### config.mk
export PLATFORM = sky130hd
export DESIGN_NAME = mos_override
export DESIGN_NICKNAME = d
export VERILOG_FILES = /design/src/mos_pkg.sv /design/src/mos_override.sv
export SDC_FILE = /design/constraint.sdc
export NUM_CORES = 1
export LEC_CHECK = 0
export ABC_CLOCK_PERIOD_IN_PS = 7750
export BUFFER_PORTS_ARGS = -buffer_cell sky130_fd_sc_hd__buf_2
export CORE_MARGIN = 4
export CORE_UTILIZATION = 40
export DETAILED_ROUTE_END_ITERATION = 7
export PLACE_DENSITY = 0.64
export SLEW_MARGIN = 5
export SYNTH_ARGS = -nofsm -noshare
export SYNTH_HDL_FRONTEND = slang
export SYNTH_SLANG_ARGS = --single-unit
### constraint.sdc
create_clock -name CLOCK -period 7.75 [get_ports CLOCK]
set_input_delay 1.55 -clock CLOCK [delete_from_list [all_inputs] [get_ports CLOCK]]
set_output_delay 1.55 -clock CLOCK [all_outputs]
set_load 0.05 [all_outputs]
### src/mos_pkg.sv
package mos_pkg;

  // ----------------------------------------------------------------
  // clocking
  // ----------------------------------------------------------------
  localparam int unsigned CLK_HZ         = 20_000_000;
  localparam int unsigned SEC_CYCLES     = CLK_HZ;
  localparam int unsigned SEC_CNT_W      = 25;
  localparam int unsigned ZERO_HOUR_MIN  = 2;
  localparam int unsigned ZERO_HOUR_SECS = ZERO_HOUR_MIN * 60;
  localparam int unsigned SECS_PER_HOUR  = 3600;

  // ----------------------------------------------------------------
  // input configuration
  // ----------------------------------------------------------------
  localparam int unsigned NUM_INPUTS   = 8;
  localparam int unsigned SEL_W        = 4;
  localparam logic [3:0]  SEL_NONE     = 4'hF;
  localparam logic [1:0]  ACTION_NONE  = 2'h3;

  // ----------------------------------------------------------------
  // register map
  // ----------------------------------------------------------------
  localparam logic [3:0] REG_CTRL     = 4'h0;
  localparam logic [3:0] REG_SENSE    = 4'h1;
  localparam logic [3:0] REG_ACTION   = 4'h2;
  localparam logic [3:0] REG_FUNCSEL  = 4'h3;
  localparam logic [3:0] REG_ALT_ON   = 4'h4;
  localparam logic [3:0] REG_ALT_OFF  = 4'h5;
  localparam logic [3:0] REG_STATUS   = 4'h6;
  localparam logic [3:0] REG_INPUTS   = 4'h7;

  localparam int unsigned CTRL_DELAYED_SIM = 0;
  localparam int unsigned CTRL_ALT_EN      = 1;

  localparam logic [31:0] FUNCSEL_RST = 32'h0000_FFFF;
  localparam logic [7:0]  ALT_RST     = 8'h00;

  typedef enum logic [1:0] {
    MOS_FN_REMOTE = 2'h0,
    MOS_FN_INHIBIT,
    MOS_FN_SIMULATE,
    MOS_FN_PRIORITY
  } mos_fn_t;

endpackage : mos_pkg

### src/mos_override.sv
// Implementation choices: the register addresses and the strobed register port.
`timescale 1ns/1ns
// Overview of operation
// - remote start fixes mains as its inverse
// - mains indicators follow remote start input
// - per-input contact sense and active level
// - action 3 suppresses alarms from input
// - start inhibit forces mains healthy
// - running engine does normal return and cooldown
// - inhibit, or simulation in delayed mode, shows mains present
// - inhibit or simulation release restores measured mains status
// - remote start overrides inhibit and forced start
// - delayed simulation idle forces mains healthy
// - delayed simulation starts only on real failure
// - running engine holds simulation for on-time
// - remote start wins over delayed simulation
// - alternating relay toggles on on/off periods
// - zero hour period means two minutes
// - priority input selects master or slave
// - each function mapped to any input
module mos_override
  import mos_pkg::*;
#(
  parameter int unsigned NIN        = mos_pkg::NUM_INPUTS,
  parameter int unsigned SEC_CYCLES = mos_pkg::SEC_CYCLES
)(
  // clock and reset
  input  wire logic              CLOCK,
  input  wire logic              RST,
  // register port
  input  wire logic [3:0]        ADDR,
  input  wire logic [31:0]       WDATA,
  input  wire logic              WR,
  input  wire logic              RD,
  output logic      [31:0]       RDATA,
  // contact inputs (raw pin levels) and measured status
  input  wire logic [NIN-1:0]    DIN,
  input  wire logic              MAINS_MEAS_OK,
  input  wire logic              GEN_ON_LOAD,
  input  wire logic              ENGINE_RUNNING,
  input  wire logic              FORCE_START_REQ,
  // decisions
  output logic                   MAINS_OK_EFF,
  output logic                   MAINS_LED,
  output logic                   FORCE_START,
  output logic                   ALT_RELAY,
  output logic                   MASTER,
  output logic                   PRIORITY_MODE,
  output logic      [NIN-1:0]    ALARM_EN
);

  // ----------------------------------------------------------------
  // input sync
  // ----------------------------------------------------------------
  logic [NIN-1:0] din_s1_q;
  logic [NIN-1:0] din_s2_q;
  logic           meas_s1_q;
  logic           meas_s2_q;

  always_ff @(posedge CLOCK or posedge RST)
  begin
    if (RST)
    begin
      din_s1_q  <= '0;
      din_s2_q  <= '0;
      meas_s1_q <= 1'b0;
      meas_s2_q <= 1'b0;
    end
    else
    begin
      din_s1_q  <= DIN;
      din_s2_q  <= din_s1_q;
      meas_s1_q <= MAINS_MEAS_OK;
      meas_s2_q <= meas_s1_q;
    end
  end

  // ----------------------------------------------------------------
  // registers
  // ----------------------------------------------------------------
  logic [1:0]     ctrl_q;
  logic [NIN-1:0] nc_q;
  logic [NIN-1:0] neg_q;
  logic [15:0]    action_q;
  logic [31:0]    funcsel_q;
  logic [7:0]     alt_on_q;
  logic [7:0]     alt_off_q;

  always_ff @(posedge CLOCK or posedge RST)
  begin
    if (RST)
    begin
      ctrl_q    <= '0;
      nc_q      <= '0;
      neg_q     <= '0;
      action_q  <= '0;
      funcsel_q <= FUNCSEL_RST;
      alt_on_q  <= ALT_RST;
      alt_off_q <= ALT_RST;
    end
    else if (WR)
    begin
      case (ADDR)
        REG_CTRL:    ctrl_q    <= WDATA[1:0];
        REG_SENSE:
        begin
          nc_q  <= WDATA[NIN-1:0];
          neg_q <= WDATA[NIN+15:16];
        end
        REG_ACTION:  action_q  <= WDATA[15:0];
        REG_FUNCSEL: funcsel_q <= WDATA;
        REG_ALT_ON:  alt_on_q  <= WDATA[7:0];
        REG_ALT_OFF: alt_off_q <= WDATA[7:0];
        default:     ;
      endcase
    end
  end

  // ----------------------------------------------------------------
  // input conditioning
  // ----------------------------------------------------------------
  // a contact switching to battery negative pulls the pin low when closed
  logic [NIN-1:0] active;
  logic [NIN-1:0] alarm_en_d;

  genvar gi;
  generate
    for (gi = 0; gi < NIN; gi++)
    begin : g_in
      assign active[gi] = din_s2_q[gi] ^ neg_q[gi] ^ nc_q[gi];
      // alarms only from inputs whose action is not "none"
      assign alarm_en_d[gi] = (action_q[2*gi +: 2] != ACTION_NONE);
    end
  endgenerate

  // selection decode, used for each of the four functions
  function automatic logic fn_defined(input logic [3:0] sel);
    fn_defined = (sel != SEL_NONE) && (int'(sel) < NIN);
  endfunction : fn_defined

  function automatic logic fn_level(input logic [3:0] sel, input logic [NIN-1:0] act);
    fn_level = fn_defined(sel) ? act[sel[2:0]] : 1'b0;
  endfunction : fn_level

  logic [3:0] sel_rs;
  logic [3:0] sel_inh;
  logic [3:0] sel_sim;
  logic [3:0] sel_pri;
  assign sel_rs  = funcsel_q[4*MOS_FN_REMOTE   +: 4];
  assign sel_inh = funcsel_q[4*MOS_FN_INHIBIT  +: 4];
  assign sel_sim = funcsel_q[4*MOS_FN_SIMULATE +: 4];
  assign sel_pri = funcsel_q[4*MOS_FN_PRIORITY +: 4];

  logic rs_def;
  logic rs_act;
  logic inh_act;
  logic sim_def;
  logic sim_act;
  logic pri_def;
  logic pri_act;
  assign rs_def  = fn_defined(sel_rs);
  assign rs_act  = fn_level(sel_rs, active);
  assign inh_act = fn_level(sel_inh, active);
  assign sim_def = fn_defined(sel_sim);
  assign sim_act = fn_level(sel_sim, active);
  assign pri_def = fn_defined(sel_pri);
  assign pri_act = fn_level(sel_pri, active);

  // ----------------------------------------------------------------
  // seconds tick
  // ----------------------------------------------------------------
  logic [SEC_CNT_W-1:0] sec_cnt_q;
  logic                 sec_tick;
  assign sec_tick = (sec_cnt_q == SEC_CNT_W'(SEC_CYCLES - 1));

  always_ff @(posedge CLOCK or posedge RST)
  begin
    if (RST)
      sec_cnt_q <= '0;
    else if (sec_tick)
      sec_cnt_q <= '0;
    else
      sec_cnt_q <= sec_cnt_q + 1'b1;
  end

  // period in seconds, 0 hours stands for the short test period
  function automatic logic [23:0] period_secs(input logic [7:0] hours);
    if (hours == 8'h00)
      period_secs = 24'(ZERO_HOUR_SECS);
    else
      period_secs = 24'(hours * SECS_PER_HOUR);
  endfunction : period_secs

  // ----------------------------------------------------------------
  // alternating relay
  // ----------------------------------------------------------------
  logic [23:0] alt_cnt_q;
  logic        alt_q;
  logic [23:0] alt_limit;
  assign alt_limit = alt_q ? period_secs(alt_on_q) : period_secs(alt_off_q);

  always_ff @(posedge CLOCK or posedge RST)
  begin
    if (RST)
    begin
      alt_cnt_q <= '0;
      alt_q     <= 1'b0;
    end
    else if (!ctrl_q[CTRL_ALT_EN])
    begin
      alt_cnt_q <= '0;
      alt_q     <= 1'b0;
    end
    else if (sec_tick)
    begin
      if (alt_cnt_q + 24'h000001 >= alt_limit)
      begin
        alt_cnt_q <= '0;
        alt_q     <= ~alt_q;
      end
      else
        alt_cnt_q <= alt_cnt_q + 24'h000001;
    end
  end

  // ----------------------------------------------------------------
  // delayed mains simulation
  // ----------------------------------------------------------------
  // a running set keeps charging for the on-time before simulation applies
  logic        sim_prev_q;
  logic        hold_q;
  logic [23:0] hold_cnt_q;
  logic        delayed_en;
  assign delayed_en = ctrl_q[CTRL_DELAYED_SIM] && sim_def && !rs_def;
  logic        hold_start;
  assign hold_start = sim_act && !sim_prev_q && ENGINE_RUNNING;

  always_ff @(posedge CLOCK or posedge RST)
  begin
    if (RST)
    begin
      sim_prev_q <= 1'b0;
      hold_q     <= 1'b0;
      hold_cnt_q <= '0;
    end
    else
    begin
      sim_prev_q <= sim_act;
      if (!delayed_en || !sim_act)
      begin
        hold_q     <= 1'b0;
        hold_cnt_q <= '0;
      end
      else if (hold_start)
      begin
        hold_q     <= 1'b1;
        hold_cnt_q <= '0;
      end
      else if (hold_q && sec_tick)
      begin
        if (hold_cnt_q + 24'h000001 >= period_secs(alt_on_q))
          hold_q <= 1'b0;
        hold_cnt_q <= hold_cnt_q + 24'h000001;
      end
    end
  end

  // simulation latches once applied so taking the load later does not cancel it
  logic sim_applied_q;
  always_ff @(posedge CLOCK or posedge RST)
  begin
    if (RST)
      sim_applied_q <= 1'b0;
    else if (!delayed_en || !sim_act)
      sim_applied_q <= 1'b0;
    else if (!hold_q && !hold_start && (!GEN_ON_LOAD || ENGINE_RUNNING))
      sim_applied_q <= 1'b1;
  end

  // ----------------------------------------------------------------
  // effective mains decision
  // ----------------------------------------------------------------
  logic mains_ok_d;
  logic led_d;
  logic force_d;

  always_comb
  begin
    mains_ok_d = meas_s2_q;
    led_d      = meas_s2_q;
    force_d    = FORCE_START_REQ;
    if (rs_def)
    begin
      // measured phases ignored; inhibit and forced start have no say
      mains_ok_d = !rs_act;
      led_d      = !rs_act;
      force_d    = 1'b0;
    end
    else if (inh_act)
    begin
      // a running set sees healthy mains and runs its return and cooldown
      mains_ok_d = 1'b1;
      led_d      = 1'b1;
    end
    else if (sim_applied_q)
    begin
      // start only if measured mains fail and the input is released
      mains_ok_d = 1'b1;
      led_d      = 1'b1;
    end
  end

  // ----------------------------------------------------------------
  // outputs
  // ----------------------------------------------------------------
  always_ff @(posedge CLOCK or posedge RST)
  begin
    if (RST)
    begin
      MAINS_OK_EFF  <= 1'b1;
      MAINS_LED     <= 1'b1;
      FORCE_START   <= 1'b0;
      ALT_RELAY     <= 1'b0;
      MASTER        <= 1'b1;
      PRIORITY_MODE <= 1'b0;
      ALARM_EN      <= '0;
    end
    else
    begin
      MAINS_OK_EFF  <= mains_ok_d;
      MAINS_LED     <= led_d;
      FORCE_START   <= force_d;
      ALT_RELAY     <= alt_q;
      MASTER        <= !pri_def || pri_act;
      PRIORITY_MODE <= pri_def;
      ALARM_EN      <= alarm_en_d;
    end
  end

  // ----------------------------------------------------------------
  // read port
  // ----------------------------------------------------------------
  always_ff @(posedge CLOCK or posedge RST)
  begin
    if (RST)
      RDATA <= '0;
    else if (RD)
    begin
      case (ADDR)
        REG_CTRL:    RDATA <= {30'h0, ctrl_q};
        REG_SENSE:   RDATA <= {8'h0, neg_q, 8'h0, nc_q};
        REG_ACTION:  RDATA <= {16'h0, action_q};
        REG_FUNCSEL: RDATA <= funcsel_q;
        REG_ALT_ON:  RDATA <= {24'h0, alt_on_q};
        REG_ALT_OFF: RDATA <= {24'h0, alt_off_q};
        REG_STATUS:  RDATA <= {24'h0, hold_q, sim_applied_q, pri_act, sim_act,
                               inh_act, rs_act, alt_q, mains_ok_d};
        REG_INPUTS:  RDATA <= {24'h0, active};
        default:     RDATA <= '0;
      endcase
    end
    else
      RDATA <= '0;
  end

endmodule : mos_override

# After elaboration in Yosys (flattened, before gate mapping)
# Cells that the tools add are included.
totals:
  ff_bits: 222
  inputBits: 52
  out_inout_bits: 46
  word_cells: 156
op_classes:
  n_addsub: 3
  n_mul: 2
  n_lt_le_gt_ge: 10
  n_eq_ne: 22
  mux: 40
  bitwise_logic: 17
  reduce_logical: 37
op_table:
  columns: ["op", "n"]
  rows:
  - ["$pmux 32 s8", 1]
  - ["$mux 24", 10]
  - ["$add 24x1->24 const B", 2]
  - ["$ge 24x24->1", 2]
  - ["$mux 20", 2]
  - ["$mul 8x8->16 const B", 2]
  - ["$mux 32", 1]
  - ["$add 25x1->25 const B", 1]
  - ["$eq 25x25->1 const B", 1]
  - ["$mux 25", 1]
  - ["$mux 1", 21]
  - ["$eq 4x3->1 const B", 4]
  - ["$logic_not 8->1", 2]
  - ["$lt 3x4->1 const B", 4]
  - ["$lt 4x4->1 const B", 4]
  - ["$ne 2x2->1 const B", 8]
  - ["$ne 4x4->1 const B", 4]
  - ["$reduce_and 2->1", 8]
  - ["$xor 1x1->1", 16]
  - ["$bmux 1 s3", 4]
  - ["$logic_and 1x1->1", 11]
  - ["$logic_not 1->1", 9]
  - ["$eq 4x2->1 const B", 2]
  - ["$reduce_bool 3->1", 2]
  - ["other kinds (6)", 9]

# Longest topological paths before layout
depth:
  word_depth: 14
  ltp_mapped: 23
  mapped_depth_nobuf: 22

# Worst setup path after synthesis
# OpenSTA, ideal clock, no wires.
synth_timing:
  path_type: "flip-flop to flip-flop"
  from: "reg alt_on_q[1]"
  to: "reg alt_cnt_q[2]"
  setup_ns: 0.083
  arrival_time_ns: 5.046
  required_time_ns: 7.667
  setup_slack_ns: 2.620
  stages_incl_launch_ff: 23
  path_buffers: 1
  period_less_slack_ns: 5.130
  path_cell_list: "dfrtp_1 -> inv_1 -> fa_1 -> inv_1 -> ha_1 -> ha_1 -> ha_1 -> ha_1 -> a21o_1 -> a21oi_1 -> nand2b_1 -> a21boi_0 -> o41a_1 -> xor2_1 -> a22oi_1 -> ha_1 -> nand4_1 -> a2111oi_0 -> a2111oi_2 -> nor4b_4 -> buf_6 -> nand3b_1 -> a31oi_1"
synth_via:
  elab_chain_len: 7
  word_cells_on_any_way: 8
  cone_classes: "mul: 1; order compare: 1; mux: 5; reduce/logical: 1"
synth_rtl:
  columns: ["item", "line_no", "source"]
  rows:
  - ["start, declared", "mos_override.sv:86", "logic [7:0] alt_on_q;"]
  - ["start signal, assigned", "mos_override.sv:112", "REG_ALT_ON: alt_on_q <= WDATA[7:0];"]
  - ["$mul 8x8->16 or $logic_not 8->1 (tied branches)", "mos_override.sv:191, mos_override.sv:188", null]
  - ["$mux 20 *", "mos_override.sv:188", "if (hours == 8'h00)"]
  - ["$mux 24 *", "mos_override.sv:200", "assign alt_limit = alt_q ? period_secs(alt_on_q) : period_secs(alt_off_q);"]
  - ["$ge 24x24->1 *", "mos_override.sv:216", "if (alt_cnt_q + 24'h000001 >= alt_limit)"]
  - ["$mux 24 *", "mos_override.sv:216", null]
  - ["$mux 24 *", "mos_override.sv:214", "else if (sec_tick)"]
  - ["$mux 24 *", "mos_override.sv:209", "else if (!ctrl_q[CTRL_ALT_EN])"]
  - ["end signal, assigned", "mos_override.sv:222", "alt_cnt_q <= alt_cnt_q + 24'h000001;"]
  - ["end, declared", "mos_override.sv:197", "logic [23:0] alt_cnt_q;"]
# Every way passes the cells marked *; elsewhere a longest branch is shown, timed or not. The select of a mux whose other input is x is not followed.
# A chain may end at the register's enable or synchronous reset.

# Worst setup path after layout
layout_timing:
  from: "reg alt_on_q[1]"
  to: "reg alt_q"
layout_via:
  elab_chain_len: 6
  word_cells_on_any_way: 7
  cone_classes: "mul: 1; order compare: 1; eq/ne: 1; mux: 2; reduce/logical: 2"
layout_rtl:
  columns: ["item", "line_no", "source"]
  rows:
  - ["$mul 8x8->16 or $logic_not 8->1 (tied branches)", "mos_override.sv:191, mos_override.sv:188", null]
  - ["$mux 20 *", "mos_override.sv:188", null]
  - ["$mux 24 *", "mos_override.sv:200", null]
  - ["$ge 24x24->1 *", "mos_override.sv:216", null]
  - ["$ne 2x1->1 (no source line) *", null, null]
  - ["$reduce_and 2->1 (no source line) *", null, null]
  - ["end signal, assigned", "mos_override.sv:219", "alt_q <= ~alt_q;"]
  - ["end, declared", "mos_override.sv:198", "logic alt_q;"]
# Every way passes the cells marked *; elsewhere a longest branch is shown, timed or not.

==> results.cfg <==
[outcome]
outcome = completed

[setup_path]
cp.required_ns = 8.18
crit_type = register to register
path_depth = 23
critPathTopFamily = adder cells
worstSetupEndpointType = register
ff2ff_path_depth = 23
slowest_delay_ns = 0.54
slowest_stage = fa_1
setup.worst_path.start_class = register
cp_max_fo = 26
crit_start = alt_on_q[1]$_DFFE_PP0P_
crit_top_cell = ha_1
crit_arrival_ns = 6.26
r2r_start = alt_on_q[1]$_DFFE_PP0P_
crit_chain = inv_1 -> fa_1 -> inv_1 -> ha_1 -> ha_1 -> ha_1 -> inv_1 -> fa_1 -> nor2b_1 -> o21ai_0 -> a21boi_0 -> o21ai_0 -> nor2b_1 -> xnor2_1 -> a22oi_1 -> ha_1 -> nand4_1 -> a2111oi_0 -> a2111oi_2 -> nor4b_4 -> buf_4 -> or3_1 -> a21oi_1
crit_buf_inv = 4

[power]
ir_drop_uv = 178
power.leakage_uw = 0.00681
cellPowerDensity_nw_per_um2 = 303

[yosys]
yosysTopAreaCell = dfrtp_1
synth_seq_area_share_pct = 43.4
yosys-top-cells-count = 204 x dfrtp_1, 121 x ha_1, 101 x nand2_1
ys_warn_count = 0
post_synth.cell_area_avg_um2 = 10.9
yosys.area.top_type_share_pct = 39.7
netlist_area_um2 = 12800
synth_edf_count = 0
yosysMostFrequentCell = dfrtp_1
synth_flop_cell = dfrtp_1
synthCells = 1177
synth_area_leaders = dfrtp_1 40%, ha_1 12%, mux2_2 7.4%
async_flop_share_pct = 100
synth_cell_types = 66
ys_seq_elements = 222
synth_nets = 1366

[hold_path]
hold_path_class = register to register
holdPathStages = 0
worstHoldStart = din_s1_q[4]$_DFF_PP0_

[cts]
cts_sinks = 222
cts_resized = 0
clock_latency_ns = 0.54
htreeDepth = 1
cts-root-buf = clkbuf_16
clk_pin_slew_ns = 0.06
cts_made_buffers = 25
cts_tree = built
post_cts_buffers = 0
cts.path.max_buffers = 3
hold_buffers = 0

[floorplan]
dieWidth_um = 187
core_area_um2 = 31600
dieArea_um2 = 35000
rows = 65
io_pins = 98
die_y_um = 187
start_util_pct = 40.6

[sta]
worst_pin_slew_ns = 1.14
max_slew_margin_pct = 24.1
fmax_ghz = 0.172
period_minus_slack_ns = 5.83
drv_slew = 0
setup_viol = 0
clock_skew_ns = 0.0211
fin_crit_sh_pct = 75.2
finalSetupTns_ns = 0
rsz0062_at_grt = no
hold_viol_final = 0

[routing]
dr.pass1.iters = 6
dr_total_vias = 9060
wl_met1_mm = 13.2
top_layer_used = met5
wl_per_cell_um = 17.4
drt-total-wl_mm = 29.3
drcViolationCount = 0
initialDrtViolationCount = 568
wl_met2_mm = 13.9
wl_met3_mm = 1.52
ant_nets = 0
vias_per_cell = 5.37

[placement]
placed_cell_area_um2 = 13700
gp_congestion = 0.838
io_buffers = 97
hpwl_mm = 21.2

[finish]
drive_gt1_share_pct = 21.0
fill_cells = 2893
area_growth_pct = 13.4
final_nets = 1455
multi_input_area_um2 = 6930
design_area_um2 = 14600
register_area_um2 = 5580
antennaDiodeCount = 0

[grt]
grt_max_degree = 156
grt_overflow = 0
antenna_found_initial = 1
grt_pass1_vias = 9402
grt_usage_pct = 16.8
grt_pass1_wl_mm = 49.0

[flow_run]
cap_violations = 0
[per-stage QoR]
step	power, uW	util [%]	std cells	setup slack (ns)	hold WS (ns)
floorplan	2770	-	1177	0.152	0.331
global placement	3180	43.4	1641	2.13	0.334
detailed placement	3230	43.4	1641	1.96	0.336
CTS	4460	46.1	1686	1.90	0.351
global route	4770	46.1	1686	1.45	0.355
finish	4410	46.1	1686	1.92	0.351
[cell type report]
class / count / area share (%)
clock buffer: 35 / 4.89
tap: 402 / 3.45
multi-input combinational: 866 / 47.6
inverter: 46 / 1.24
sequential: 222 / 38.3
clock inverter: 10 / 0.824
timing repair buffer: 105 / 3.74
[sequential cells by signal, summed over array words and instances, names as in the netlist, 2 cells and up]
name,count
ctrl_q,2
alt_cnt_q,24
funcsel_q,32
alt_off_q,8
neg_q,8
ALARM_EN,8
nc_q,8
hold_cnt_q,24
alt_on_q,8
action_q,16
sec_cnt_q,25
din_s1_q,8
din_s2_q,8
RDATA,32
[kinds of logic after synthesis]
family | count (synthesis) | share of synthesized area [%]
XOR/XNOR | 105 | 8.02
flip-flops | 222 | 43.4
adder cells (fa/ha/maj) | 137 | 14.3
multiplexers | 101 | 9.27
AND/OR/NAND/NOR | 376 | 14.3
buffers and inverters | 89 | 2.80
AO/OA/AOI/OAI | 147 | 7.89
[layout by cell type (no fill, tap or decap), types with 6 or more instances in the layout]
cell type,instances
dfrtp_1,204
ha_1,121
nand2_1,101
nor2_1,98
buf_2,97
mux2_2,84
xnor2_1,59
inv_1,44
nand3_1,42
a22oi_1,39
xor2_1,38
a21oi_1,34
and3_1,28
clkbuf_16,25
dfstp_2,18
nor3_1,17
nand4_1,17
fa_1,16
o21ai_0,14
nand2b_1,11
mux2i_1,11
nor2b_1,11
or3_1,10
a31oi_1,9
xnor3_1,8
and2_1,8
buf_4,8
a21boi_0,7
mux4_2,6
a21o_1,6
and4_1,6
[where the power goes]
group	switching [uW]	internal [uW]	total, uW
combinational	968	804	1770
sequential	138	1300	1440
clock	487	711	1200
[routing by layer]
metal	track usage (%)	vias up
met5	0	-
met4	4.55	2
met3	2.52	54
met2	27.6	201
met1	23.2	4468
li1	-	4335
[final timing paths]
path / endpoint / slack (ns)
worst max-delay path: alt_q$_DFFE_PP0P_ / 1.92
worst min-delay path: din_s2_q[4]$_DFF_PP0_ / 0.35
worst max register to register: alt_q$_DFFE_PP0P_ / 1.92
worst min register to register: din_s2_q[4]$_DFF_PP0_ / 0.35
max in group asynchronous: alt_cnt_q[7]$_DFFE_PP0P_ / 4.96
min in group asynchronous: ALARM_EN[5]$_DFF_PP0_ / 1.24
Power figures use the tool's default switching activity.
